### src/shared/mac_stats_defs.vh
// Purpose: Offsets, widths and limits of the MAC statistics counter bank.
// Assumes: Included by the design files by its bare name.
// Notes:   Byte offsets on a 32-bit register port.
`ifndef MAC_STATS_DEFS_VH
`define MAC_STATS_DEFS_VH

// ----------------------------------------------------------------------
// Register offsets
// ----------------------------------------------------------------------
`define OFS_CONTROL      8'h00
`define OFS_CONFIG       8'h04
`define OFS_IRQ_STATUS   8'h24
`define OFS_IRQ_MASK     8'h28
`define OFS_PAUSE_RX     8'h3c
`define OFS_SENT_OK      8'h40
`define OFS_ONE_COLL     8'h44
`define OFS_MULTI_COLL   8'h48
`define OFS_RX_OK        8'h4c
`define OFS_CRC_ERR      8'h50
`define OFS_ALIGN_ERR    8'h54
`define OFS_DEFERRED     8'h58
`define OFS_LATE_COLL    8'h5c
`define OFS_RETRY_EXH    8'h60
`define OFS_UNDERRUN     8'h64
`define OFS_CARRIER      8'h68
`define OFS_CODE_VIOL    8'h74
`define OFS_OVERSIZE     8'h78
`define OFS_JABBER       8'h7c
`define OFS_RUNT         8'h80
`define OFS_HEARTBEAT    8'h84
`define OFS_PAUSE_TX     8'h8c

// ----------------------------------------------------------------------
// Field positions and reset values
// ----------------------------------------------------------------------
`define BIT_RX_ENABLE    2
`define BIT_LONG_FRAMES  4
`define CONTROL_RESET    32'h0000_0000
`define CONFIG_RESET     32'h0000_0000
`define MASK_RESET       18'h3ffff

// ----------------------------------------------------------------------
// Frame length limits in bytes
// ----------------------------------------------------------------------
`define LEN_MIN          11'd64
`define LEN_MAX_NORMAL   11'd1518
`define LEN_MAX_LONG     11'd2000

// ----------------------------------------------------------------------
// Counter widths
// ----------------------------------------------------------------------
`define W_PAUSE_RX       16
`define W_SENT_OK        32
`define W_ONE_COLL       16
`define W_MULTI_COLL     16
`define W_RX_OK          24
`define W_CRC_ERR        8
`define W_ALIGN_ERR      8
`define W_DEFERRED       16
`define W_SMALL          8
`define W_PAUSE_TX       16
`define NUM_COUNTERS     18

`endif

### src/design/mac_stats.v
// Purpose: Statistics counter bank of a 10/100 Ethernet MAC.
// Assumes: Event pulses come from transmit and receive engines on clk.
// Notes:   Read data stand one cycle after the read strobe.
//
// Our own choice: strobed register access.
`timescale 1ns/1ns
`include "mac_stats_defs.vh"
module mac_stats
(
  // Clock and reset
  input  wire        clk,
  input  wire        rst,
  // Register port
  input  wire [7:0]  addr,
  input  wire [31:0] wdata,
  input  wire        wr,
  input  wire        rd,
  output reg  [31:0] rdata,
  // Interrupt
  output wire        irq,
  // Transmit events
  input  wire        tx_done,
  input  wire        tx_underrun,
  input  wire        tx_retry_exceeded,
  input  wire [4:0]  tx_collisions,
  input  wire        tx_deferred,
  input  wire        tx_late_coll,
  input  wire        tx_carrier_err,
  input  wire        tx_heartbeat_err,
  input  wire        tx_pause_sent,
  // Receive frame status
  input  wire        rx_done,
  input  wire [10:0] rx_length,
  input  wire        rx_crc_bad,
  input  wire        rx_odd_bits,
  input  wire        rx_symbol_err,
  input  wire        rx_is_pause,
  // Control outputs
  output wire        rx_enable,
  output wire        long_frames
);

  // ----------------------------------------------------------------------
  // Control registers
  // ----------------------------------------------------------------------
  reg  [31:0] mac_control_register;
  reg  [31:0] mac_config_register;
  reg  [17:0] irq_mask;
  reg  [17:0] irq_status;

  assign rx_enable   = mac_control_register[`BIT_RX_ENABLE];
  assign long_frames = mac_config_register[`BIT_LONG_FRAMES];

  always @(posedge clk)
  begin
    if (rst)
    begin
      mac_control_register <= `CONTROL_RESET;
      mac_config_register  <= `CONFIG_RESET;
      irq_mask             <= `MASK_RESET;
    end
    else if (wr)
    begin
      case (addr)
        `OFS_CONTROL:  mac_control_register <= wdata;
        `OFS_CONFIG:   mac_config_register  <= wdata;
        `OFS_IRQ_MASK: irq_mask             <= wdata[17:0];
        default:       mac_control_register <= mac_control_register;
      endcase
    end
  end

  // ----------------------------------------------------------------------
  // Receive classification
  // ----------------------------------------------------------------------
  wire good;
  wire good_pause;
  wire crc_err;
  wire align_err;
  wire oversize;
  wire jabber;
  wire runt;
  wire code_viol;

  rx_frame_check u_check
  (
    .rx_done       (rx_done),
    .rx_length     (rx_length),
    .rx_crc_bad    (rx_crc_bad),
    .rx_odd_bits   (rx_odd_bits),
    .rx_symbol_err (rx_symbol_err),
    .rx_is_pause   (rx_is_pause),
    .long_frames   (long_frames),
    .good          (good),
    .good_pause    (good_pause),
    .crc_err       (crc_err),
    .align_err     (align_err),
    .oversize      (oversize),
    .jabber        (jabber),
    .runt          (runt),
    .code_viol     (code_viol)
  );

  // ----------------------------------------------------------------------
  // Event decode
  // ----------------------------------------------------------------------
  wire        tx_ok;
  wire [17:0] ev;
  wire [17:0] clr;
  wire        rd_ctr;

  assign tx_ok = tx_done && !tx_underrun && !tx_retry_exceeded;

  // Receive events are gated by the receive enable bit.
  assign ev[0]  = rx_enable && good_pause;
  assign ev[1]  = tx_ok;
  assign ev[2]  = tx_ok && (tx_collisions == 5'h01);
  assign ev[3]  = tx_ok && (tx_collisions > 5'h01);
  assign ev[4]  = rx_enable && good;
  assign ev[5]  = rx_enable && crc_err;
  assign ev[6]  = rx_enable && align_err;
  assign ev[7]  = tx_ok && tx_deferred && (tx_collisions == 5'h00);
  assign ev[8]  = tx_done && tx_late_coll && !tx_underrun;
  assign ev[9]  = tx_done && tx_retry_exceeded && !tx_underrun;
  assign ev[10] = tx_done && tx_underrun;
  assign ev[11] = tx_ok && tx_carrier_err;
  assign ev[12] = rx_enable && code_viol;
  assign ev[13] = rx_enable && oversize;
  assign ev[14] = rx_enable && jabber;
  assign ev[15] = rx_enable && runt;
  assign ev[16] = tx_done && tx_heartbeat_err && !tx_underrun;
  assign ev[17] = tx_pause_sent;

  assign rd_ctr = rd;
  assign clr[0]  = rd_ctr && (addr == `OFS_PAUSE_RX);
  assign clr[1]  = rd_ctr && (addr == `OFS_SENT_OK);
  assign clr[2]  = rd_ctr && (addr == `OFS_ONE_COLL);
  assign clr[3]  = rd_ctr && (addr == `OFS_MULTI_COLL);
  assign clr[4]  = rd_ctr && (addr == `OFS_RX_OK);
  assign clr[5]  = rd_ctr && (addr == `OFS_CRC_ERR);
  assign clr[6]  = rd_ctr && (addr == `OFS_ALIGN_ERR);
  assign clr[7]  = rd_ctr && (addr == `OFS_DEFERRED);
  assign clr[8]  = rd_ctr && (addr == `OFS_LATE_COLL);
  assign clr[9]  = rd_ctr && (addr == `OFS_RETRY_EXH);
  assign clr[10] = rd_ctr && (addr == `OFS_UNDERRUN);
  assign clr[11] = rd_ctr && (addr == `OFS_CARRIER);
  assign clr[12] = rd_ctr && (addr == `OFS_CODE_VIOL);
  assign clr[13] = rd_ctr && (addr == `OFS_OVERSIZE);
  assign clr[14] = rd_ctr && (addr == `OFS_JABBER);
  assign clr[15] = rd_ctr && (addr == `OFS_RUNT);
  assign clr[16] = rd_ctr && (addr == `OFS_HEARTBEAT);
  assign clr[17] = rd_ctr && (addr == `OFS_PAUSE_TX);

  // ----------------------------------------------------------------------
  // Counters
  // ----------------------------------------------------------------------
  wire [`W_PAUSE_RX-1:0]   pause_frames_received_good_count;
  wire [`W_SENT_OK-1:0]    frames_sent_good_count;
  wire [`W_ONE_COLL-1:0]   one_collision_frame_count;
  wire [`W_MULTI_COLL-1:0] several_collision_frame_count;
  wire [`W_RX_OK-1:0]      frames_received_good_count;
  wire [`W_CRC_ERR-1:0]    crc_failure_count;
  wire [`W_ALIGN_ERR-1:0]  odd_bit_length_crc_count;
  wire [`W_DEFERRED-1:0]   deferred_send_count;
  wire [`W_SMALL-1:0]      after_slot_collision_count;
  wire [`W_SMALL-1:0]      retry_exhausted_count;
  wire [`W_SMALL-1:0]      send_fifo_starved_count;
  wire [`W_SMALL-1:0]      carrier_loss_count;
  wire [`W_SMALL-1:0]      receive_code_violation_count;
  wire [`W_SMALL-1:0]      oversize_frame_count;
  wire [`W_SMALL-1:0]      oversize_bad_crc_count;
  wire [`W_SMALL-1:0]      runt_frame_count;
  wire [`W_SMALL-1:0]      heartbeat_check_failure_count;
  wire [`W_PAUSE_TX-1:0]   pause_frames_sent_count;

  sat_counter #(.WIDTH(`W_PAUSE_RX)) u_c0
    (.clk(clk), .rst(rst), .inc(ev[0]), .clr(clr[0]),
     .count(pause_frames_received_good_count));
  sat_counter #(.WIDTH(`W_SENT_OK)) u_c1
    (.clk(clk), .rst(rst), .inc(ev[1]), .clr(clr[1]),
     .count(frames_sent_good_count));
  sat_counter #(.WIDTH(`W_ONE_COLL)) u_c2
    (.clk(clk), .rst(rst), .inc(ev[2]), .clr(clr[2]),
     .count(one_collision_frame_count));
  sat_counter #(.WIDTH(`W_MULTI_COLL)) u_c3
    (.clk(clk), .rst(rst), .inc(ev[3]), .clr(clr[3]),
     .count(several_collision_frame_count));
  sat_counter #(.WIDTH(`W_RX_OK)) u_c4
    (.clk(clk), .rst(rst), .inc(ev[4]), .clr(clr[4]),
     .count(frames_received_good_count));
  sat_counter #(.WIDTH(`W_CRC_ERR)) u_c5
    (.clk(clk), .rst(rst), .inc(ev[5]), .clr(clr[5]),
     .count(crc_failure_count));
  sat_counter #(.WIDTH(`W_ALIGN_ERR)) u_c6
    (.clk(clk), .rst(rst), .inc(ev[6]), .clr(clr[6]),
     .count(odd_bit_length_crc_count));
  sat_counter #(.WIDTH(`W_DEFERRED)) u_c7
    (.clk(clk), .rst(rst), .inc(ev[7]), .clr(clr[7]),
     .count(deferred_send_count));
  sat_counter #(.WIDTH(`W_SMALL)) u_c8
    (.clk(clk), .rst(rst), .inc(ev[8]), .clr(clr[8]),
     .count(after_slot_collision_count));
  sat_counter #(.WIDTH(`W_SMALL)) u_c9
    (.clk(clk), .rst(rst), .inc(ev[9]), .clr(clr[9]),
     .count(retry_exhausted_count));
  sat_counter #(.WIDTH(`W_SMALL)) u_c10
    (.clk(clk), .rst(rst), .inc(ev[10]), .clr(clr[10]),
     .count(send_fifo_starved_count));
  sat_counter #(.WIDTH(`W_SMALL)) u_c11
    (.clk(clk), .rst(rst), .inc(ev[11]), .clr(clr[11]),
     .count(carrier_loss_count));
  sat_counter #(.WIDTH(`W_SMALL)) u_c12
    (.clk(clk), .rst(rst), .inc(ev[12]), .clr(clr[12]),
     .count(receive_code_violation_count));
  sat_counter #(.WIDTH(`W_SMALL)) u_c13
    (.clk(clk), .rst(rst), .inc(ev[13]), .clr(clr[13]),
     .count(oversize_frame_count));
  sat_counter #(.WIDTH(`W_SMALL)) u_c14
    (.clk(clk), .rst(rst), .inc(ev[14]), .clr(clr[14]),
     .count(oversize_bad_crc_count));
  sat_counter #(.WIDTH(`W_SMALL)) u_c15
    (.clk(clk), .rst(rst), .inc(ev[15]), .clr(clr[15]),
     .count(runt_frame_count));
  sat_counter #(.WIDTH(`W_SMALL)) u_c16
    (.clk(clk), .rst(rst), .inc(ev[16]), .clr(clr[16]),
     .count(heartbeat_check_failure_count));
  sat_counter #(.WIDTH(`W_PAUSE_TX)) u_c17
    (.clk(clk), .rst(rst), .inc(ev[17]), .clr(clr[17]),
     .count(pause_frames_sent_count));

  // ----------------------------------------------------------------------
  // Interrupt status
  // ----------------------------------------------------------------------
  // Each counter event sets its sticky bit; a read of the status clears
  // it, but an event in that same cycle keeps its bit set.
  wire status_rd;

  assign status_rd = rd && (addr == `OFS_IRQ_STATUS);

  always @(posedge clk)
  begin
    if (rst)
      irq_status <= 18'h00000;
    else if (status_rd)
      irq_status <= ev;
    else
      irq_status <= irq_status | ev;
  end

  assign irq = |(irq_status & ~irq_mask);

  // ----------------------------------------------------------------------
  // Read data
  // ----------------------------------------------------------------------
  reg [31:0] next_rdata;

  always @*
  begin
    next_rdata = 32'h0000_0000;
    case (addr)
      `OFS_CONTROL:    next_rdata = mac_control_register;
      `OFS_CONFIG:     next_rdata = mac_config_register;
      `OFS_IRQ_STATUS: next_rdata = {14'h0000, irq_status};
      `OFS_IRQ_MASK:   next_rdata = {14'h0000, irq_mask};
      `OFS_PAUSE_RX:   next_rdata = {16'h0000,
                                     pause_frames_received_good_count};
      `OFS_SENT_OK:    next_rdata = frames_sent_good_count;
      `OFS_ONE_COLL:   next_rdata = {16'h0000, one_collision_frame_count};
      `OFS_MULTI_COLL: next_rdata = {16'h0000,
                                     several_collision_frame_count};
      `OFS_RX_OK:      next_rdata = {8'h00, frames_received_good_count};
      `OFS_CRC_ERR:    next_rdata = {24'h000000, crc_failure_count};
      `OFS_ALIGN_ERR:  next_rdata = {24'h000000, odd_bit_length_crc_count};
      `OFS_DEFERRED:   next_rdata = {16'h0000, deferred_send_count};
      `OFS_LATE_COLL:  next_rdata = {24'h000000,
                                     after_slot_collision_count};
      `OFS_RETRY_EXH:  next_rdata = {24'h000000, retry_exhausted_count};
      `OFS_UNDERRUN:   next_rdata = {24'h000000, send_fifo_starved_count};
      `OFS_CARRIER:    next_rdata = {24'h000000, carrier_loss_count};
      `OFS_CODE_VIOL:  next_rdata = {24'h000000,
                                     receive_code_violation_count};
      `OFS_OVERSIZE:   next_rdata = {24'h000000, oversize_frame_count};
      `OFS_JABBER:     next_rdata = {24'h000000, oversize_bad_crc_count};
      `OFS_RUNT:       next_rdata = {24'h000000, runt_frame_count};
      `OFS_HEARTBEAT:  next_rdata = {24'h000000,
                                     heartbeat_check_failure_count};
      `OFS_PAUSE_TX:   next_rdata = {16'h0000, pause_frames_sent_count};
      default:         next_rdata = 32'h0000_0000;
    endcase
  end

  always @(posedge clk)
  begin
    if (rst)
      rdata <= 32'h0000_0000;
    else if (rd)
      rdata <= next_rdata;
    else
      rdata <= 32'h0000_0000;
  end

endmodule

### src/design/sat_counter.v
// Purpose: One saturating, clear-on-read event counter.
// Assumes: inc and clr are single-cycle pulses on clk.
// Notes:   An event in the clearing cycle is kept as a count of one.
`timescale 1ns/1ns
module sat_counter
#(
  parameter WIDTH = 8
)
(
  // Clock and reset
  input  wire             clk,
  input  wire             rst,
  // Control
  input  wire             inc,
  input  wire             clr,
  // Count
  output reg  [WIDTH-1:0] count
);

  wire at_max;

  assign at_max = &count;

  always @(posedge clk)
  begin
    if (rst)
      count <= {WIDTH{1'b0}};
    else if (clr)
      count <= inc ? {{(WIDTH-1){1'b0}}, 1'b1} : {WIDTH{1'b0}};
    else if (inc && !at_max)
      count <= count + {{(WIDTH-1){1'b0}}, 1'b1};
  end

endmodule

### src/design/rx_frame_check.v
// Purpose: Classifies one received frame for the statistics counters.
// Assumes: Frame status inputs are valid in the cycle rx_done is high.
// Notes:   Outputs are combinational pulses aligned with rx_done.
`timescale 1ns/1ns
`include "mac_stats_defs.vh"
module rx_frame_check
(
  // Frame status
  input  wire        rx_done,
  input  wire [10:0] rx_length,
  input  wire        rx_crc_bad,
  input  wire        rx_odd_bits,
  input  wire        rx_symbol_err,
  input  wire        rx_is_pause,
  // Configuration
  input  wire        long_frames,
  // Classification
  output wire        good,
  output wire        good_pause,
  output wire        crc_err,
  output wire        align_err,
  output wire        oversize,
  output wire        jabber,
  output wire        runt,
  output wire        code_viol
);

  wire [10:0] len_max;
  wire        in_window;
  wire        too_long;

  assign len_max   = long_frames ? `LEN_MAX_LONG : `LEN_MAX_NORMAL;
  assign in_window = (rx_length >= `LEN_MIN) && (rx_length <= len_max);
  assign too_long  = rx_length > len_max;

  assign good       = rx_done && in_window && !rx_crc_bad
                      && !rx_symbol_err;
  assign good_pause = good && rx_is_pause;
  assign crc_err    = rx_done && in_window && !rx_odd_bits
                      && rx_crc_bad;
  assign align_err  = rx_done && in_window && rx_odd_bits
                      && rx_crc_bad;
  assign oversize   = rx_done && too_long && !rx_crc_bad;
  assign jabber     = rx_done && too_long && rx_crc_bad;
  assign runt       = rx_done && (rx_length < `LEN_MIN) && !rx_crc_bad;
  assign code_viol  = rx_done && rx_symbol_err;

endmodule

### config.mk
export PLATFORM = sky130hd
export DESIGN_NAME = mac_stats
export DESIGN_NICKNAME = d
export VERILOG_FILES = /design/src/design/mac_stats.v /design/src/design/sat_counter.v /design/src/design/rx_frame_check.v
export VERILOG_INCLUDE_DIRS = /design/src /design/src/shared
export SDC_FILE = /design/constraint.sdc
export NUM_CORES = 1
export LEC_CHECK = 0
export BUFFER_PORTS_ARGS = -buffer_cell sky130_fd_sc_hd__buf_2
export CAP_MARGIN = 20
export CORE_ASPECT_RATIO = 0.7
export CORE_MARGIN = 4
export CORE_UTILIZATION = 40
export DETAILED_ROUTE_END_ITERATION = 12
export GPL_TIMING_DRIVEN = 0
export HOLD_SLACK_MARGIN = 0.03
export PLACE_DENSITY = 0.61
export SLEW_MARGIN = 20
export SYNTH_ARGS = -nofsm -noshare
export SYNTH_HDL_FRONTEND = slang
export SYNTH_HIERARCHICAL = 1
export SYNTH_SLANG_ARGS = --single-unit
### constraint.sdc
create_clock -name clk -period 4.3 [get_ports clk]
set_input_delay 0.43 -clock clk [delete_from_list [all_inputs] [get_ports clk]]
set_output_delay 0.43 -clock clk [all_outputs]
set_load 0.02 [all_outputs]
==> summary.md <==
| Metric | Value |
|---|---|
| Class of the most critical setup path | `reg -> reg` |
| Area added between synthesis and finish | `13.4%` |
| Slew HR | `0.188` |
| Leakage | `7.64 nW` |
| Share of flip-flops with an asynchronous set or reset after synthesis | `0` |
| Number of search-and-repair iterations in the first detailed-routing pass | `8` |
| Routed length on met2 | `31900 µm` |
| Worst endpoint required time | `4770 ps` |
| Number of global-route vias before repair | `19.1k` |
| Y dimension of the die | `196 µm` |
| Worst reg2reg startpoint | `mac_config_register[4]` |
| Layout cell share with drive strength beyond 1 | `0.159` |
| Count of different cell masters after synthesis | `between 100 and 150` |
| Worst hold slack | `128 ps` |
| Synth area leader | `sky130_fd_sc_hd__dfxtp_1` |
| Startpoint of the most critical setup path | `mac_config_register[4]` |
| Main synth FF type | `sky130_fd_sc_hd__dfxtp_1` |
| Share of the synthesized area in the top cell type | `0.353` |
| Minimum clock period after layout | `3880 ps` |
| Die area | `54200 µm²` |
| Clock tree from TritonCTS | `done` |
| H-tree levels | `2` |
| Nets | `2633` |
| Die outline width | `276 µm` |
| Via count of the routed design | `about 21k` |
| Antenna viol nets, final | `0` |
| Finished Cell Area | `22900 µm²` |
| Area of the placeable core | `slightly below 50000 µm²` |
| Vias per cell | `6.47` |
| Net count of the mapped netlist | `approximately 2.5k` |
| Clock tree root driver cell | `sky130_fd_sc_hd__clkbuf_16` |
| Synthesized area per cell | `about 8.4 µm²` |
| Max VDD drop | `0.000244 V` |
| # hold bufs at CTS | `0` |
| Synthesized netlist cell count | `roughly 2.4k` |
| IO Port Bufs | `104` |
| Run status | `completed` |
| Placed Cells | `3160` |
| RSZ-0062 raised after global routing | `no` |
| Total CTS buffers | `39` |
| Worst R2R Path Depth | `12` |
| Main area contributors after synthesis | `sky130_fd_sc_hd__dfxtp_1, sky130_fd_sc_hd__nand2_1, sky130_fd_sc_hd__a21oi_1` |
| Last weighted congestion value of the routability-driven placer | `0.964` |
| Post-CTS clock slew at the launch and capture registers of the worst setup and hold paths | `60 ps` |
| Most numerous cell in the Yosys netlist | `sky130_fd_sc_hd__nand2_1` |
| Achievable frequency | `approximately 0.26 GHz` |
| Yosys warns | `6` |
| Worst setup slack before clock tree synthesis | `462 ps` |
| Total gr overflow | `0` |
| Number of endpoints failing setup at the final stage | `0` |
| First-pass GRT wire length | `119000 µm` |
| Setup slack of the critical path after layout | `421 ps` |
| Critical path launch point type | `flip-flop` |
| Cell area power density | `314 nW/µm²` |
| Count of flip-flops with a built-in enable after synthesis | `0` |
| Accumulated negative setup slack | `0 ps` |
| Actual transition at the worst max-transition pin | `1220 ps` |
| Endpoint of the most critical setup path | `u_c4/count[14]` |
| Critical path data arrival time | `4350 ps` |
| Commonest cells in the netlist | `sky130_fd_sc_hd__nand2_1, sky130_fd_sc_hd__dfxtp_1, sky130_fd_sc_hd__a21oi_1, sky130_fd_sc_hd__nor2_1, sky130_fd_sc_hd__nand3_1` |
| CTS resizes | `0` |
| Routed length per instance | `24.6 µm` |
| Area after DPL | `21600 µm²` |
| Combined area of all synthesized cells | `20200 µm²` |
| Number of top-level pins | `108` |
| Hold Crit Class | `in -> reg` |
| Sequential cell area fraction in the yosys report | `0.353` |
| Largest buffer count on any clock path | `3` |
| Final Hold Vio Count | `0` |
| Worst-Skew Late Latency | `560 ps` |
| Number of rows created at floorplan | `68` |
| Non-filler instance count after layout | `around 3.2k` |
| Sinks on Clock Net | `roughly 360` |
| Synthesis-stage register bit count | `356` |
| Drc violations | `0` |
| Routed metal-1 wire length | `35400 µm` |
| Max FO, Critical Path | `8` |
| Max cap viols | `0` |
| Maximum number of pins on one net before global-route repair | `70` |
| Sum of met3 wire segment lengths after detailed routing | `9960 µm` |
| Reg2Reg Capture Point | `u_c4/count[14]` |
| Antenna violations before repair | `7` |
| Final HPWL from detailed placement | `60100 µm` |
| Critical Path End Type | `flip-flop` |
| Total count of max-transition violations in the final report | `0` |
| Worst clock skew | `23.0 ps` |
| Starting DRT DRC Count | `3062` |
| Global-route total usage across every layer | `0.278` |
| Post CTS Setup Buffer Count | `0` |
| Final Cycle Share | `0.902` |
| Worst R2R Setup Slack | `420 ps` |
| Starting utilization of the core area | `0.407` |
| Top routing layer in use | `met5` |
| Overall routed net length | `79400 µm` |
-- critical path, cell delays in order, from the launching register on --
cell                      delay (ps)
sky130_fd_sc_hd__dfxtp_1         500
sky130_fd_sc_hd__inv_1           150
sky130_fd_sc_hd__ha_1            320
sky130_fd_sc_hd__and4_1          210
sky130_fd_sc_hd__o21ai_1         170
sky130_fd_sc_hd__a31oi_4         160
sky130_fd_sc_hd__nor2_1          120
sky130_fd_sc_hd__and2_1          550
sky130_fd_sc_hd__nand2_1         330
sky130_fd_sc_hd__or4_1           530
sky130_fd_sc_hd__buf_2           190
sky130_fd_sc_hd__or4_1           410
sky130_fd_sc_hd__a21oi_1         150
-- metal layers --
layer  GRT usage  vias to the layer above
li1            -                     9447
met1       0.416                    10100
met2       0.391                     1190
met3      0.0733                      145
met4      0.0756                        2
met5           0                        -
-- worst min path at each step --
stage                        startpoint                  endpoint  slack [ps]  depth (start not counted)
2_1_floorplan   mac_config_register[18]                 rdata[18]         430                          2
3_3_place_gp     mac_config_register[1]    mac_config_register[1]         440                          2
3_5_place_dp   mac_control_register[25]  mac_control_register[25]         450                          2
4_1_cts                       wdata[22]   mac_config_register[22]         110                          3
5_1_grt                       wdata[24]   mac_config_register[24]         120                          3
6_report                      wdata[21]   mac_config_register[21]         130                          3
-- layout by cell type, fill, tap and decap left out, drive strengths merged, types with 43 or more instances in the layout --
cell,Yosys,layout
or3,48,48
buf,52,157
nand4,69,69
and4,43,43
o31ai,45,45
a21oi,232,232
inv,63,64
nand3,93,93
o21ai,82,82
nor2,133,133
nand2,382,382
mux2i,50,50
clkbuf,60,110
dfxtp,356,356
-- area by class of cell --
| class | count | area, µm² |
|---|---|---|
| fillers | 4856 | 26700 |
| multi-input cells | 1853 | 12200 |
| flip-flops and latches | 356 | 7130 |
| clock buffers | 50 | 1040 |
| well taps | 665 | 832 |
| plain buffers | 117 | 671 |
| repair buffers | 105 | 554 |
| clock inverters | 19 | 254 |
| inverters | 64 | 240 |
| diodes | 3 | 7.51 |
-- stage by stage --
step | power [W] | util
floorplan | 0.00359 | -
detailed placement | 0.00376 | 0.435
finish | 0.00719 | 0.461
global route | 0.00740 | 0.461
global placement | 0.00376 | 0.434
CTS | 0.00721 | 0.461
-- state kept, by name, indices dropped and copies added, names as in the netlist, 18 cells and up --
signal,flops
mac_config_register,32
irq_status,18
mac_control_register,32
u_c4/count,24
rdata,32
u_c1/count,32
irq_mask,18
-- where the power goes --
| part | switching [W] | internal [W] |
|---|---|---|
| Combinational | 0.000267 | 0.000114 |
| Clock | 0.00147 | 0.00202 |
| Sequential | 0.0000148 | 0.00331 |
| Total | 0.00175 | 0.00544 |
-- cell families after synthesis --
logic type,count (synthesis),synth area share
xor gates and xnor gates,15,0.00651
DFF,356,0.353
buffers and inverters,181,0.0451
AOI/OAI and AO/OA,698,0.250
adders and majority gates,24,0.0149
muxes,68,0.0388
and+or+nand+nor,1048,0.291
Power figures use the tool's default switching activity.
